`src/rtl/lfs_pkg.sv`:
```
package lfs_pkg;

   // frame identifiers (protected id bytes as seen on the bus)
   localparam logic [7:0] REQ_ID           = 8'h3C;
   localparam logic [7:0] RESP_ID          = 8'h7D;
   localparam logic [7:0] APP_CMD          = 8'h80;
   localparam logic [7:0] FULL_STATUS_CMD  = 8'h81;
   localparam logic [1:0] ADDR_TOP         = 2'h3;
   localparam logic [7:0] FILLER           = 8'hFF;
   localparam logic [7:0] CKSUM_GOOD       = 8'hFF;
   localparam logic [2:0] LAST_DATA_IDX    = 3'h7;

   // led fault codes
   localparam logic [2:0] FAULT_NONE       = 3'h0;
   localparam logic [2:0] FAULT_OPEN_ANODE = 3'h3;
   localparam logic [2:0] FAULT_OPEN_CATH  = 3'h5;
   localparam logic [2:0] FAULT_SHORT_GND  = 3'h2;

   // derating level reported when thermal control is off
   localparam logic [3:0] DERATE_MAX_ON    = 4'hF;

   // apb register offsets
   localparam logic [7:0] CONFIG_OFS       = 8'h00;
   localparam logic [7:0] STATUS_OFS       = 8'h04;
   localparam logic [7:0] IRQ_STATUS_OFS   = 8'h08;
   localparam logic [7:0] IRQ_MASK_OFS     = 8'h0C;

   // config field positions
   localparam int ADDR_LSB                 = 0;
   localparam int GROUP_LSB                = 8;
   localparam int LEDS_ON_BIT              = 12;
   localparam int LED_EN_LSB               = 13;
   localparam int THERM_EN_BIT             = 16;
   localparam logic [31:0] CONFIG_RESET    = 32'h0001_0000;

   // interrupt bits
   localparam int IRQ_SERVED               = 0;
   localparam int IRQ_REJECTED             = 1;
   localparam int IRQ_SENT                 = 2;
   localparam logic [2:0] IRQ_RESET        = 3'h0;

   typedef enum logic [2:0] {
      ST_IDLE,
      ST_DATA,
      ST_CKSUM,
      ST_BUILD,
      ST_FETCH,
      ST_LOAD,
      ST_OUT,
      ST_CKOUT
   } lfs_state_type;

endpackage : lfs_pkg

```
`src/rtl/lfs_resp_mem.sv`:
```
module lfs_resp_mem (
   input  wire logic       pclk,
   input  wire logic       presetn,
   input  wire logic       ce,
   input  wire logic       wr_en,
   input  wire logic [2:0] wr_addr,
   input  wire logic [7:0] wr_data,
   input  wire logic [2:0] rd_addr,
   output logic      [7:0] rd_data
);

   typedef struct packed {
      logic [7:0][7:0] mem;
      logic [7:0]      rd;
   } lfs_mem_type;

   lfs_mem_type mem_reg;
   lfs_mem_type mem_next;

   always_comb begin
      mem_next = mem_reg;
      if (wr_en) begin
         mem_next.mem[wr_addr] = wr_data;
      end
      mem_next.rd = mem_reg.mem[rd_addr];
   end

   always_ff @(posedge pclk or negedge presetn) begin
      if (!presetn) begin
         mem_reg <= '0;
      end else if (ce) begin
         mem_reg <= mem_next;
      end
   end

   assign rd_data = mem_reg.rd;

endmodule : lfs_resp_mem

```
`src/rtl/lfs_responder.sv`:
```
// Summary of operation
// - decode only 0x3C eight-byte diagnostic frames
// - reject request on classic checksum mismatch
// - valid request clears latched fault flags
// - persisting faults set flags again immediately
// - response byte one: ones plus address
// - temp info live, warning/shutdown latched
// - per-led three-bit fault codes reported
// - read-only derating level, valid when enabled
// - lin error flags reset when served
// - data, header, bit error combinations
// - respond only on matching node address
//
// Design decisions made here: the APB register port and the register addresses.
module lfs_responder (
   input  wire logic        pclk,
   input  wire logic        presetn,
   input  wire logic        ce,
   input  wire logic        psel,
   input  wire logic        penable,
   input  wire logic        pwrite,
   input  wire logic [7:0]  paddr,
   input  wire logic [31:0] pwdata,
   output logic      [31:0] prdata,
   output logic             pready,
   output logic             pslverr,
   output logic             irq,
   input  wire logic        rx_id_valid,
   input  wire logic        rx_byte_valid,
   input  wire logic [7:0]  rx_byte,
   output logic             tx_valid,
   input  wire logic        tx_ready,
   output logic      [7:0]  tx_data,
   input  wire logic        temp_warning_cond,
   input  wire logic        thermal_shutdown_cond,
   input  wire logic        supply_reset_event,
   input  wire logic        retry_state_cond,
   input  wire logic        undervoltage,
   input  wire logic [1:0]  temp_info,
   input  wire logic [3:0]  thermal_derating_level,
   input  wire logic [8:0]  led_fault_cond,
   input  wire logic        checksum_err,
   input  wire logic        stopbit_err,
   input  wire logic        length_err,
   input  wire logic        parity_err,
   input  wire logic        sync_err,
   input  wire logic        bit_err
);

   typedef struct packed {
      lfs_pkg::lfs_state_type state;
      logic [2:0]             cnt;
      logic [7:0]             sum;
      logic                   req_ok;
      logic                   pending;
      logic [7:0]             cksum;
      logic                   temp_warning_flag;
      logic                   thermal_shutdown_flag;
      logic                   supply_reset_flag;
      logic                   retry_state_flag;
      logic [8:0]             led_fault_code;
      logic [2:0]             lin_err;
      logic [15:0]            snap;
      logic [31:0]            config_bits;
      logic [2:0]             irq_status;
      logic [2:0]             irq_mask;
      logic [31:0]            rdata;
      logic [7:0]             tx_data;
   } lfs_regs_type;

   lfs_regs_type r_reg;
   lfs_regs_type r_next;

   logic [7:0] mem_rd_data;
   logic       mem_wr_en;
   logic [7:0] mem_wr_data;

   // classic checksum: eight-bit sum with end-around carry
   function automatic logic [7:0] cks_add(input logic [7:0] s,
                                          input logic [7:0] b);
      logic [8:0] t;
      t = {1'b0, s} + {1'b0, b};
      return t[7:0] + {7'h00, t[8]};
   endfunction : cks_add

   // byte that a valid request carries at each data position
   function automatic logic [7:0] req_expect(input logic [2:0] idx,
                                             input logic [5:0] addr);
      case (idx)
         3'h0:    return lfs_pkg::APP_CMD;
         3'h1:    return lfs_pkg::FULL_STATUS_CMD;
         3'h2:    return {lfs_pkg::ADDR_TOP, addr};
         default: return lfs_pkg::FILLER;
      endcase
   endfunction : req_expect

   // index zero marks an offset with no register behind it
   function automatic logic [2:0] reg_index(input logic [7:0] a);
      case (a)
         lfs_pkg::CONFIG_OFS:     return 3'h1;
         lfs_pkg::STATUS_OFS:     return 3'h2;
         lfs_pkg::IRQ_STATUS_OFS: return 3'h3;
         lfs_pkg::IRQ_MASK_OFS:   return 3'h4;
         default:                 return 3'h0;
      endcase
   endfunction : reg_index

   wire logic [5:0] node_addr = r_reg.config_bits[lfs_pkg::ADDR_LSB +: 6];
   wire logic       therm_en  = r_reg.config_bits[lfs_pkg::THERM_EN_BIT];
   wire logic [7:0] ctl_byte  = {
      r_reg.config_bits[lfs_pkg::LED_EN_LSB +: 3],
      r_reg.config_bits[lfs_pkg::LEDS_ON_BIT],
      r_reg.config_bits[lfs_pkg::GROUP_LSB +: 4]};

   // snapshot bits: [15:13] lin errs, [12] retry, [11] supply reset,
   // [10] shutdown, [9] warning, [8:0] led codes
   logic [7:0][7:0] frame;
   always_comb begin
      frame[0] = {lfs_pkg::ADDR_TOP, node_addr};
      frame[1] = lfs_pkg::FILLER;
      frame[2] = {5'h1F, r_reg.snap[15:13]};
      frame[3] = {2'h3, undervoltage, r_reg.snap[11], r_reg.snap[10],
                  r_reg.snap[9], temp_info};
      frame[4] = {therm_en ? thermal_derating_level
                           : lfs_pkg::DERATE_MAX_ON,
                  r_reg.snap[12], r_reg.snap[2:0]};
      frame[5] = {1'b1, r_reg.snap[8:6], 1'b1, r_reg.snap[5:3]};
      frame[6] = ctl_byte;
      frame[7] = lfs_pkg::FILLER;
   end

   lfs_resp_mem u_mem (
      .pclk    (pclk),
      .presetn (presetn),
      .ce      (ce),
      .wr_en   (mem_wr_en),
      .wr_addr (r_reg.cnt),
      .wr_data (mem_wr_data),
      .rd_addr (r_reg.cnt),
      .rd_data (mem_rd_data)
   );

   always_comb begin
      logic       clr;
      logic       own_bad;
      logic [2:0] irq_set;
      logic [2:0] lin_set;
      logic [2:0] idx;
      logic       apb_wr;
      clr         = 1'b0;
      own_bad     = 1'b0;
      irq_set     = 3'h0;
      lin_set     = 3'h0;
      idx         = reg_index(paddr);
      apb_wr      = psel && penable && pwrite;
      mem_wr_en   = 1'b0;
      mem_wr_data = frame[r_reg.cnt];
      r_next      = r_reg;

      case (r_reg.state)
         lfs_pkg::ST_IDLE, lfs_pkg::ST_DATA, lfs_pkg::ST_CKSUM: begin
            if (rx_id_valid) begin
               r_next.cnt    = 3'h0;
               r_next.sum    = 8'h00;
               r_next.req_ok = 1'b1;
               if (rx_byte == lfs_pkg::REQ_ID) begin
                  r_next.state = lfs_pkg::ST_DATA;
               end else if (rx_byte == lfs_pkg::RESP_ID
                            && r_reg.pending) begin
                  r_next.state = lfs_pkg::ST_FETCH;
               end else begin
                  r_next.state = lfs_pkg::ST_IDLE;
               end
            end else if (rx_byte_valid
                         && r_reg.state == lfs_pkg::ST_DATA) begin
               r_next.sum = cks_add(r_reg.sum, rx_byte);
               if (rx_byte != req_expect(r_reg.cnt, node_addr)) begin
                  r_next.req_ok = 1'b0;
               end
               r_next.cnt = r_reg.cnt + 3'h1;
               if (r_reg.cnt == lfs_pkg::LAST_DATA_IDX) begin
                  r_next.state = lfs_pkg::ST_CKSUM;
               end
            end else if (rx_byte_valid
                         && r_reg.state == lfs_pkg::ST_CKSUM) begin
               r_next.state = lfs_pkg::ST_IDLE;
               if (cks_add(r_reg.sum, rx_byte) != lfs_pkg::CKSUM_GOOD)
               begin
                  own_bad = 1'b1;
                  irq_set[lfs_pkg::IRQ_REJECTED] = 1'b1;
               end else if (r_reg.req_ok) begin
                  // a fresh request replaces any unsent response
                  r_next.snap = {r_reg.lin_err, r_reg.retry_state_flag,
                                 r_reg.supply_reset_flag,
                                 r_reg.thermal_shutdown_flag,
                                 r_reg.temp_warning_flag,
                                 r_reg.led_fault_code};
                  clr          = 1'b1;
                  r_next.sum   = 8'h00;
                  r_next.pending = 1'b0;
                  r_next.state = lfs_pkg::ST_BUILD;
                  irq_set[lfs_pkg::IRQ_SERVED] = 1'b1;
               end
            end
         end
         lfs_pkg::ST_BUILD: begin
            // one frame byte a cycle; the checksum is summed alongside
            mem_wr_en  = 1'b1;
            r_next.sum = cks_add(r_reg.sum, frame[r_reg.cnt]);
            r_next.cnt = r_reg.cnt + 3'h1;
            if (r_reg.cnt == lfs_pkg::LAST_DATA_IDX) begin
               r_next.cksum   = ~cks_add(r_reg.sum, frame[r_reg.cnt]);
               r_next.pending = 1'b1;
               r_next.state   = lfs_pkg::ST_IDLE;
            end
         end
         lfs_pkg::ST_FETCH: begin
            // the memory's read register costs one cycle before load
            r_next.state = lfs_pkg::ST_LOAD;
         end
         lfs_pkg::ST_LOAD: begin
            r_next.tx_data = mem_rd_data;
            r_next.state   = lfs_pkg::ST_OUT;
         end
         lfs_pkg::ST_OUT: begin
            // a new header means the master gave up on this response
            if (rx_id_valid) begin
               r_next.state = lfs_pkg::ST_IDLE;
            end else if (tx_ready) begin
               if (r_reg.cnt == lfs_pkg::LAST_DATA_IDX) begin
                  r_next.tx_data = r_reg.cksum;
                  r_next.state   = lfs_pkg::ST_CKOUT;
               end else begin
                  r_next.cnt   = r_reg.cnt + 3'h1;
                  r_next.state = lfs_pkg::ST_FETCH;
               end
            end
         end
         lfs_pkg::ST_CKOUT: begin
            // an abort keeps pending, so the master may ask again
            if (rx_id_valid) begin
               r_next.state = lfs_pkg::ST_IDLE;
            end else if (tx_ready) begin
               r_next.pending = 1'b0;
               r_next.state   = lfs_pkg::ST_IDLE;
               irq_set[lfs_pkg::IRQ_SENT] = 1'b1;
            end
         end
         default: begin
            r_next.state = lfs_pkg::ST_IDLE;
         end
      endcase

      lin_set = {checksum_err | stopbit_err | length_err | own_bad,
                 parity_err | sync_err,
                 bit_err};
      r_next.lin_err = (r_reg.lin_err & {3{~clr}}) | lin_set;
      r_next.temp_warning_flag =
         (r_reg.temp_warning_flag & ~clr) | temp_warning_cond;
      r_next.thermal_shutdown_flag =
         (r_reg.thermal_shutdown_flag & ~clr) | thermal_shutdown_cond;
      r_next.supply_reset_flag =
         (r_reg.supply_reset_flag & ~clr) | supply_reset_event;
      r_next.retry_state_flag =
         (r_reg.retry_state_flag & ~clr) | retry_state_cond;
      // a live nonzero code overwrites; clear only zeros a quiet led
      for (int i = 0; i < 3; i++) begin
         if (led_fault_cond[3*i +: 3] != lfs_pkg::FAULT_NONE) begin
            r_next.led_fault_code[3*i +: 3] = led_fault_cond[3*i +: 3];
         end else if (clr) begin
            r_next.led_fault_code[3*i +: 3] = lfs_pkg::FAULT_NONE;
         end
      end

      // apb: read data is captured in the setup cycle
      if (psel && !penable) begin
         case (idx)
            3'h1:    r_next.rdata = r_reg.config_bits;
            // status word: 12 zero bits above 20 bits of state
            3'h2:    r_next.rdata = {12'h000,
                                     r_reg.state,
                                     r_reg.pending,
                                     r_reg.lin_err,
                                     r_reg.retry_state_flag,
                                     r_reg.supply_reset_flag,
                                     r_reg.thermal_shutdown_flag,
                                     r_reg.temp_warning_flag,
                                     r_reg.led_fault_code};
            3'h3:    r_next.rdata = {29'h0000_0000, r_reg.irq_status};
            3'h4:    r_next.rdata = {29'h0000_0000, r_reg.irq_mask};
            default: r_next.rdata = 32'h0000_0000;
         endcase
      end
      if (apb_wr && idx == 3'h1) begin
         r_next.config_bits = pwdata & 32'h0001_FF3F;
      end
      if (apb_wr && idx == 3'h4) begin
         r_next.irq_mask = pwdata[2:0];
      end
      // write-one-to-clear; a new event in the same cycle survives
      r_next.irq_status = r_reg.irq_status
                          & ~((apb_wr && idx == 3'h3) ? pwdata[2:0] : 3'h0);
      r_next.irq_status = r_next.irq_status | irq_set;
   end

   // ce low freezes every register here and in the memory
   always_ff @(posedge pclk or negedge presetn) begin
      if (!presetn) begin
         r_reg             <= '0;
         r_reg.state       <= lfs_pkg::ST_IDLE;
         r_reg.config_bits <= lfs_pkg::CONFIG_RESET;
         r_reg.irq_status  <= lfs_pkg::IRQ_RESET;
      end else if (ce) begin
         r_reg <= r_next;
      end
   end

   // a frozen block must not complete bus transfers it cannot store
   assign pready   = ce;
   // unmapped offsets answer with an error and change nothing
   assign pslverr  = psel && penable && (reg_index(paddr) == 3'h0);
   assign prdata   = r_reg.rdata;
   // level output, so an event masked at first is not lost
   assign irq      = |(r_reg.irq_status & r_reg.irq_mask);
   assign tx_valid = (r_reg.state == lfs_pkg::ST_OUT)
                     || (r_reg.state == lfs_pkg::ST_CKOUT);
   assign tx_data  = r_reg.tx_data;

endmodule : lfs_responder

```
`config.mk`:
```
export PLATFORM = sky130hd
export DESIGN_NAME = lfs_responder
export DESIGN_NICKNAME = d
export VERILOG_FILES = /design/src/rtl/lfs_pkg.sv /design/src/rtl/lfs_resp_mem.sv /design/src/rtl/lfs_responder.sv
export SDC_FILE = /design/constraint.sdc
export NUM_CORES = 1
export LEC_CHECK = 0
export BUFFER_PORTS_ARGS = -buffer_cell sky130_fd_sc_hd__buf_2
export CORE_MARGIN = 4
export CORE_UTILIZATION = 35
export DETAILED_ROUTE_END_ITERATION = 8
export HOLD_SLACK_MARGIN = 0.08
export REMOVE_ABC_BUFFERS = 1
export SYNTH_ARGS = -nofsm -noshare
export SYNTH_HDL_FRONTEND = slang
export SYNTH_SLANG_ARGS = --single-unit
```
`constraint.sdc`:
```
create_clock -name pclk -period 4.4 [get_ports pclk]
set_input_delay 0.88 -clock pclk [delete_from_list [all_inputs] [get_ports pclk]]
set_output_delay 0.88 -clock pclk [all_outputs]
set_load 0.1 [all_outputs]
```
==> metrics <==
register area 4430 um^2; Post-Synth Simple-Gate Area 0.129; CTS Root Cell clkbuf_16; top post-synthesis cells by area dfrtp_1 (46%), mux2_2 (9.0%), mux2i_1 (4.5%), ha_1 (3.3%), buf_4 (3.2%); Clock Skews 0.00978 ns; first-pass GRT wire length 41100 um; status complete, no violations; length in cells of the worst reg-to-reg path 19; Max VDD drop 0.275 mV; cts hold-fix bufs 0; Synth Area per Inst 10.4 um^2; Startpoint Class register; largest net degree at the start of global routing 82; Compound-Gate Fraction of Synth Area 0.144; Inserted Diodes 0; vias in the first global route 7425; commonest non-fill, non-tap cell in the layout dfrtp_1; CP required 4.71 ns; DP Wirelength 18800 um; core area 27000 um^2; slowest CP cell dfrtp_1; number of synthesized flops with an enable pin 0; final cycle utilization of the critical path 0.929; crit path max fanout 8; initial DRC count 568; number of port buffers 97; multi-input logic area 4720 um^2; DR vias/cell 5.30; flop-to-flop setup slack 0.31 ns; total clock buffers created by CTS 17; ys flop type dfrtp_1; Layout fillers 2589; H-tree depth 4; GRT Total Usage 0.169; RePlAce Congestion 0.850; Final Max Tran Viols 0; Least-Margin Pin Slew 0.824 ns; sequential area share after synthesis 0.460; YS warnings 0; kind of critical path register to register; worst setup path end r_reg[127]; combinational family with the most area after synthesis multiplexers; CTS tree done; worst hold path class input pin to asynchronous set/reset pin; XOR/XNOR share of the synthesized area 0.0182; CP arrival 4.40 ns; max reg flops 64; I/O pin cnt 127; PD cells 349 nW/um^2; Post-route DRC 0; Area Overhead vs Synth 17.6%; Synth Instances 925; post-route minimum period 4.09 ns; CP startpoint r_reg[130]; total number of vias 7393; finished layout cell area 11300 um^2; Post-Synth Adder-Cell Area 0.0367; max-cap viol count 0; Synth cell types 68; worst skew pair latency 0.42 ns; Final nets 1152; Final TNS setup 0 ns; synthesized flop and latch total 177; crit-path cells buf_4 -> or3_1 -> o31ai_1 -> o21ai_0 -> o21a_1 -> ha_1 -> o21ai_1 -> nor2_1 -> o31ai_2 -> nand2b_1 -> a21o_1 -> ha_1 -> o2111ai_1 -> nor4b_2 -> nand4_1 -> xnor2_1 -> xnor2_1 -> o22ai_1 -> mux2_2; cell taking the most area after synthesis dfrtp_1; RR Endpoint r_reg[127]; top cell type's share of synthesized area 0.458; clk buf depth 2; CP endpoint kind register; Initial Util 0.356; WL final 25300 um; WL/cell 18.1 um; Crit Reg-Reg Startpoint r_reg[130]; placed cell area 10600 um^2; Die Width 174 um; slew margin rel. 0.448; most frequent cells in the layout dfrtp_1 (175), buf_2 (96), mux2_2 (77); Row Count 60; Final Hold Viols 0; drt pass-1 iters 5; mux cell area share after synthesis 0.154; total gr overflow 0; critical path's largest stage delay 0.42 ns; layout cells sized above 1 0.296; Synth async-reset ratio 1.00; initial antenna violation count 0; setup violators final 0; leakage 5.57 nW; Post-DRT Antenna Nets 0; Worst-path clk slew 0.08 ns; final core occ 0.419; CTS Sinks 177; Mapped Area 9620 um^2; chip height 174 um; overall power 3.95 mW; achievable frequency 245 MHz; full die area 30200 um^2
[synth_stat cells (all sizes together), types with 17 or more instances]
cell	number
a21oi	53
buf	51
clkbuf	28
dfrtp	176
ha	25
inv	23
mux2	79
mux2i	43
nand2	72
nand2b	27
nand3	27
nor2	68
nor3	17
o21ai	58
[cells by family (layout without fill, tap and decap cells)]
| kind of cell | after synthesis | after routing |
|---|---|---|
| AND/OR/NAND/NOR | 259 | 259 |
| AO/OA/AOI/OAI | 210 | 210 |
| flip-flops | 177 | 177 |
| multiplexers | 129 | 129 |
| buffers and inverters | 102 | 221 |
| adder cells (fa/ha/maj) | 27 | 27 |
| XOR/XNOR | 20 | 20 |
| other | 1 | 12 |
[repair_timing]
| item | 4_1_cts | 5_1_grt |
|---|---|---|
| setup endpoints to repair | 0 | 10 |
| setup buffers | 0 | 4 |
| resized for setup | 0 | 11 |
[final cells by class]
type / count / share of cell area
multi-input cells: 657 / 0.417
flip-flops and latches: 177 / 0.392
repair buffers: 166 / 0.0921
well taps: 341 / 0.0377
clock buffers: 17 / 0.0376
clock inverters: 15 / 0.0164
inverters: 23 / 0.00763
[worst max-delay path, delay by kind of cell, from the launching register on]
kind,cells,cell delay (ns)
AO/OA/AOI/OAI,8,1.00
XOR/XNOR,2,0.43
adder cells (fa/ha/maj),2,0.55
buffers and inverters,1,0.18
flip-flops,1,0.42
multiplexers,1,0.27
AND/OR/NAND/NOR,5,1.12
[report_power, final]
group	switching, mW	internal [mW]
logic	0.474	0.271
registers	0.0272	1.65
clock network	0.753	0.773
[routing by layer]
layer / routed length, um / vias to the layer above / GRT usage
met1: 11800 / 3617 / 0.239
met3: 1350 / 27 / 0.0373
met5: 0 / - / 0
met4: 346 / 0 / 0.0389
li1: - / 3539 / -
met2: 11800 / 210 / 0.268
[stage by stage]
step / hold WS [ns] / cells / worst slack [ns]
2_1_floorplan: 0.414 / 857 / -0.571
3_3_place_gp: 0.425 / 1360 / -0.120
3_5_place_dp: 0.430 / 1360 / -0.142
4_1_cts: 0.393 / 1392 / 0.0874
5_1_grt: 0.403 / 1396 / -0.0241
6_report: 0.381 / 1396 / 0.313
[worst min-delay path by stage]
stage	from	end	depth (start not counted)
after floorplan	u_mem.mem_reg[23]	u_mem.mem_reg[23]	2
after global placement	u_mem.mem_reg[23]	u_mem.mem_reg[23]	2
after detailed placement	u_mem.mem_reg[23]	u_mem.mem_reg[23]	2
after CTS	presetn	r_reg[133]	1
after global routing	presetn	r_reg[133]	1
final	presetn	r_reg[133]	1
Note: power is estimated with default switching activity, not from simulation.
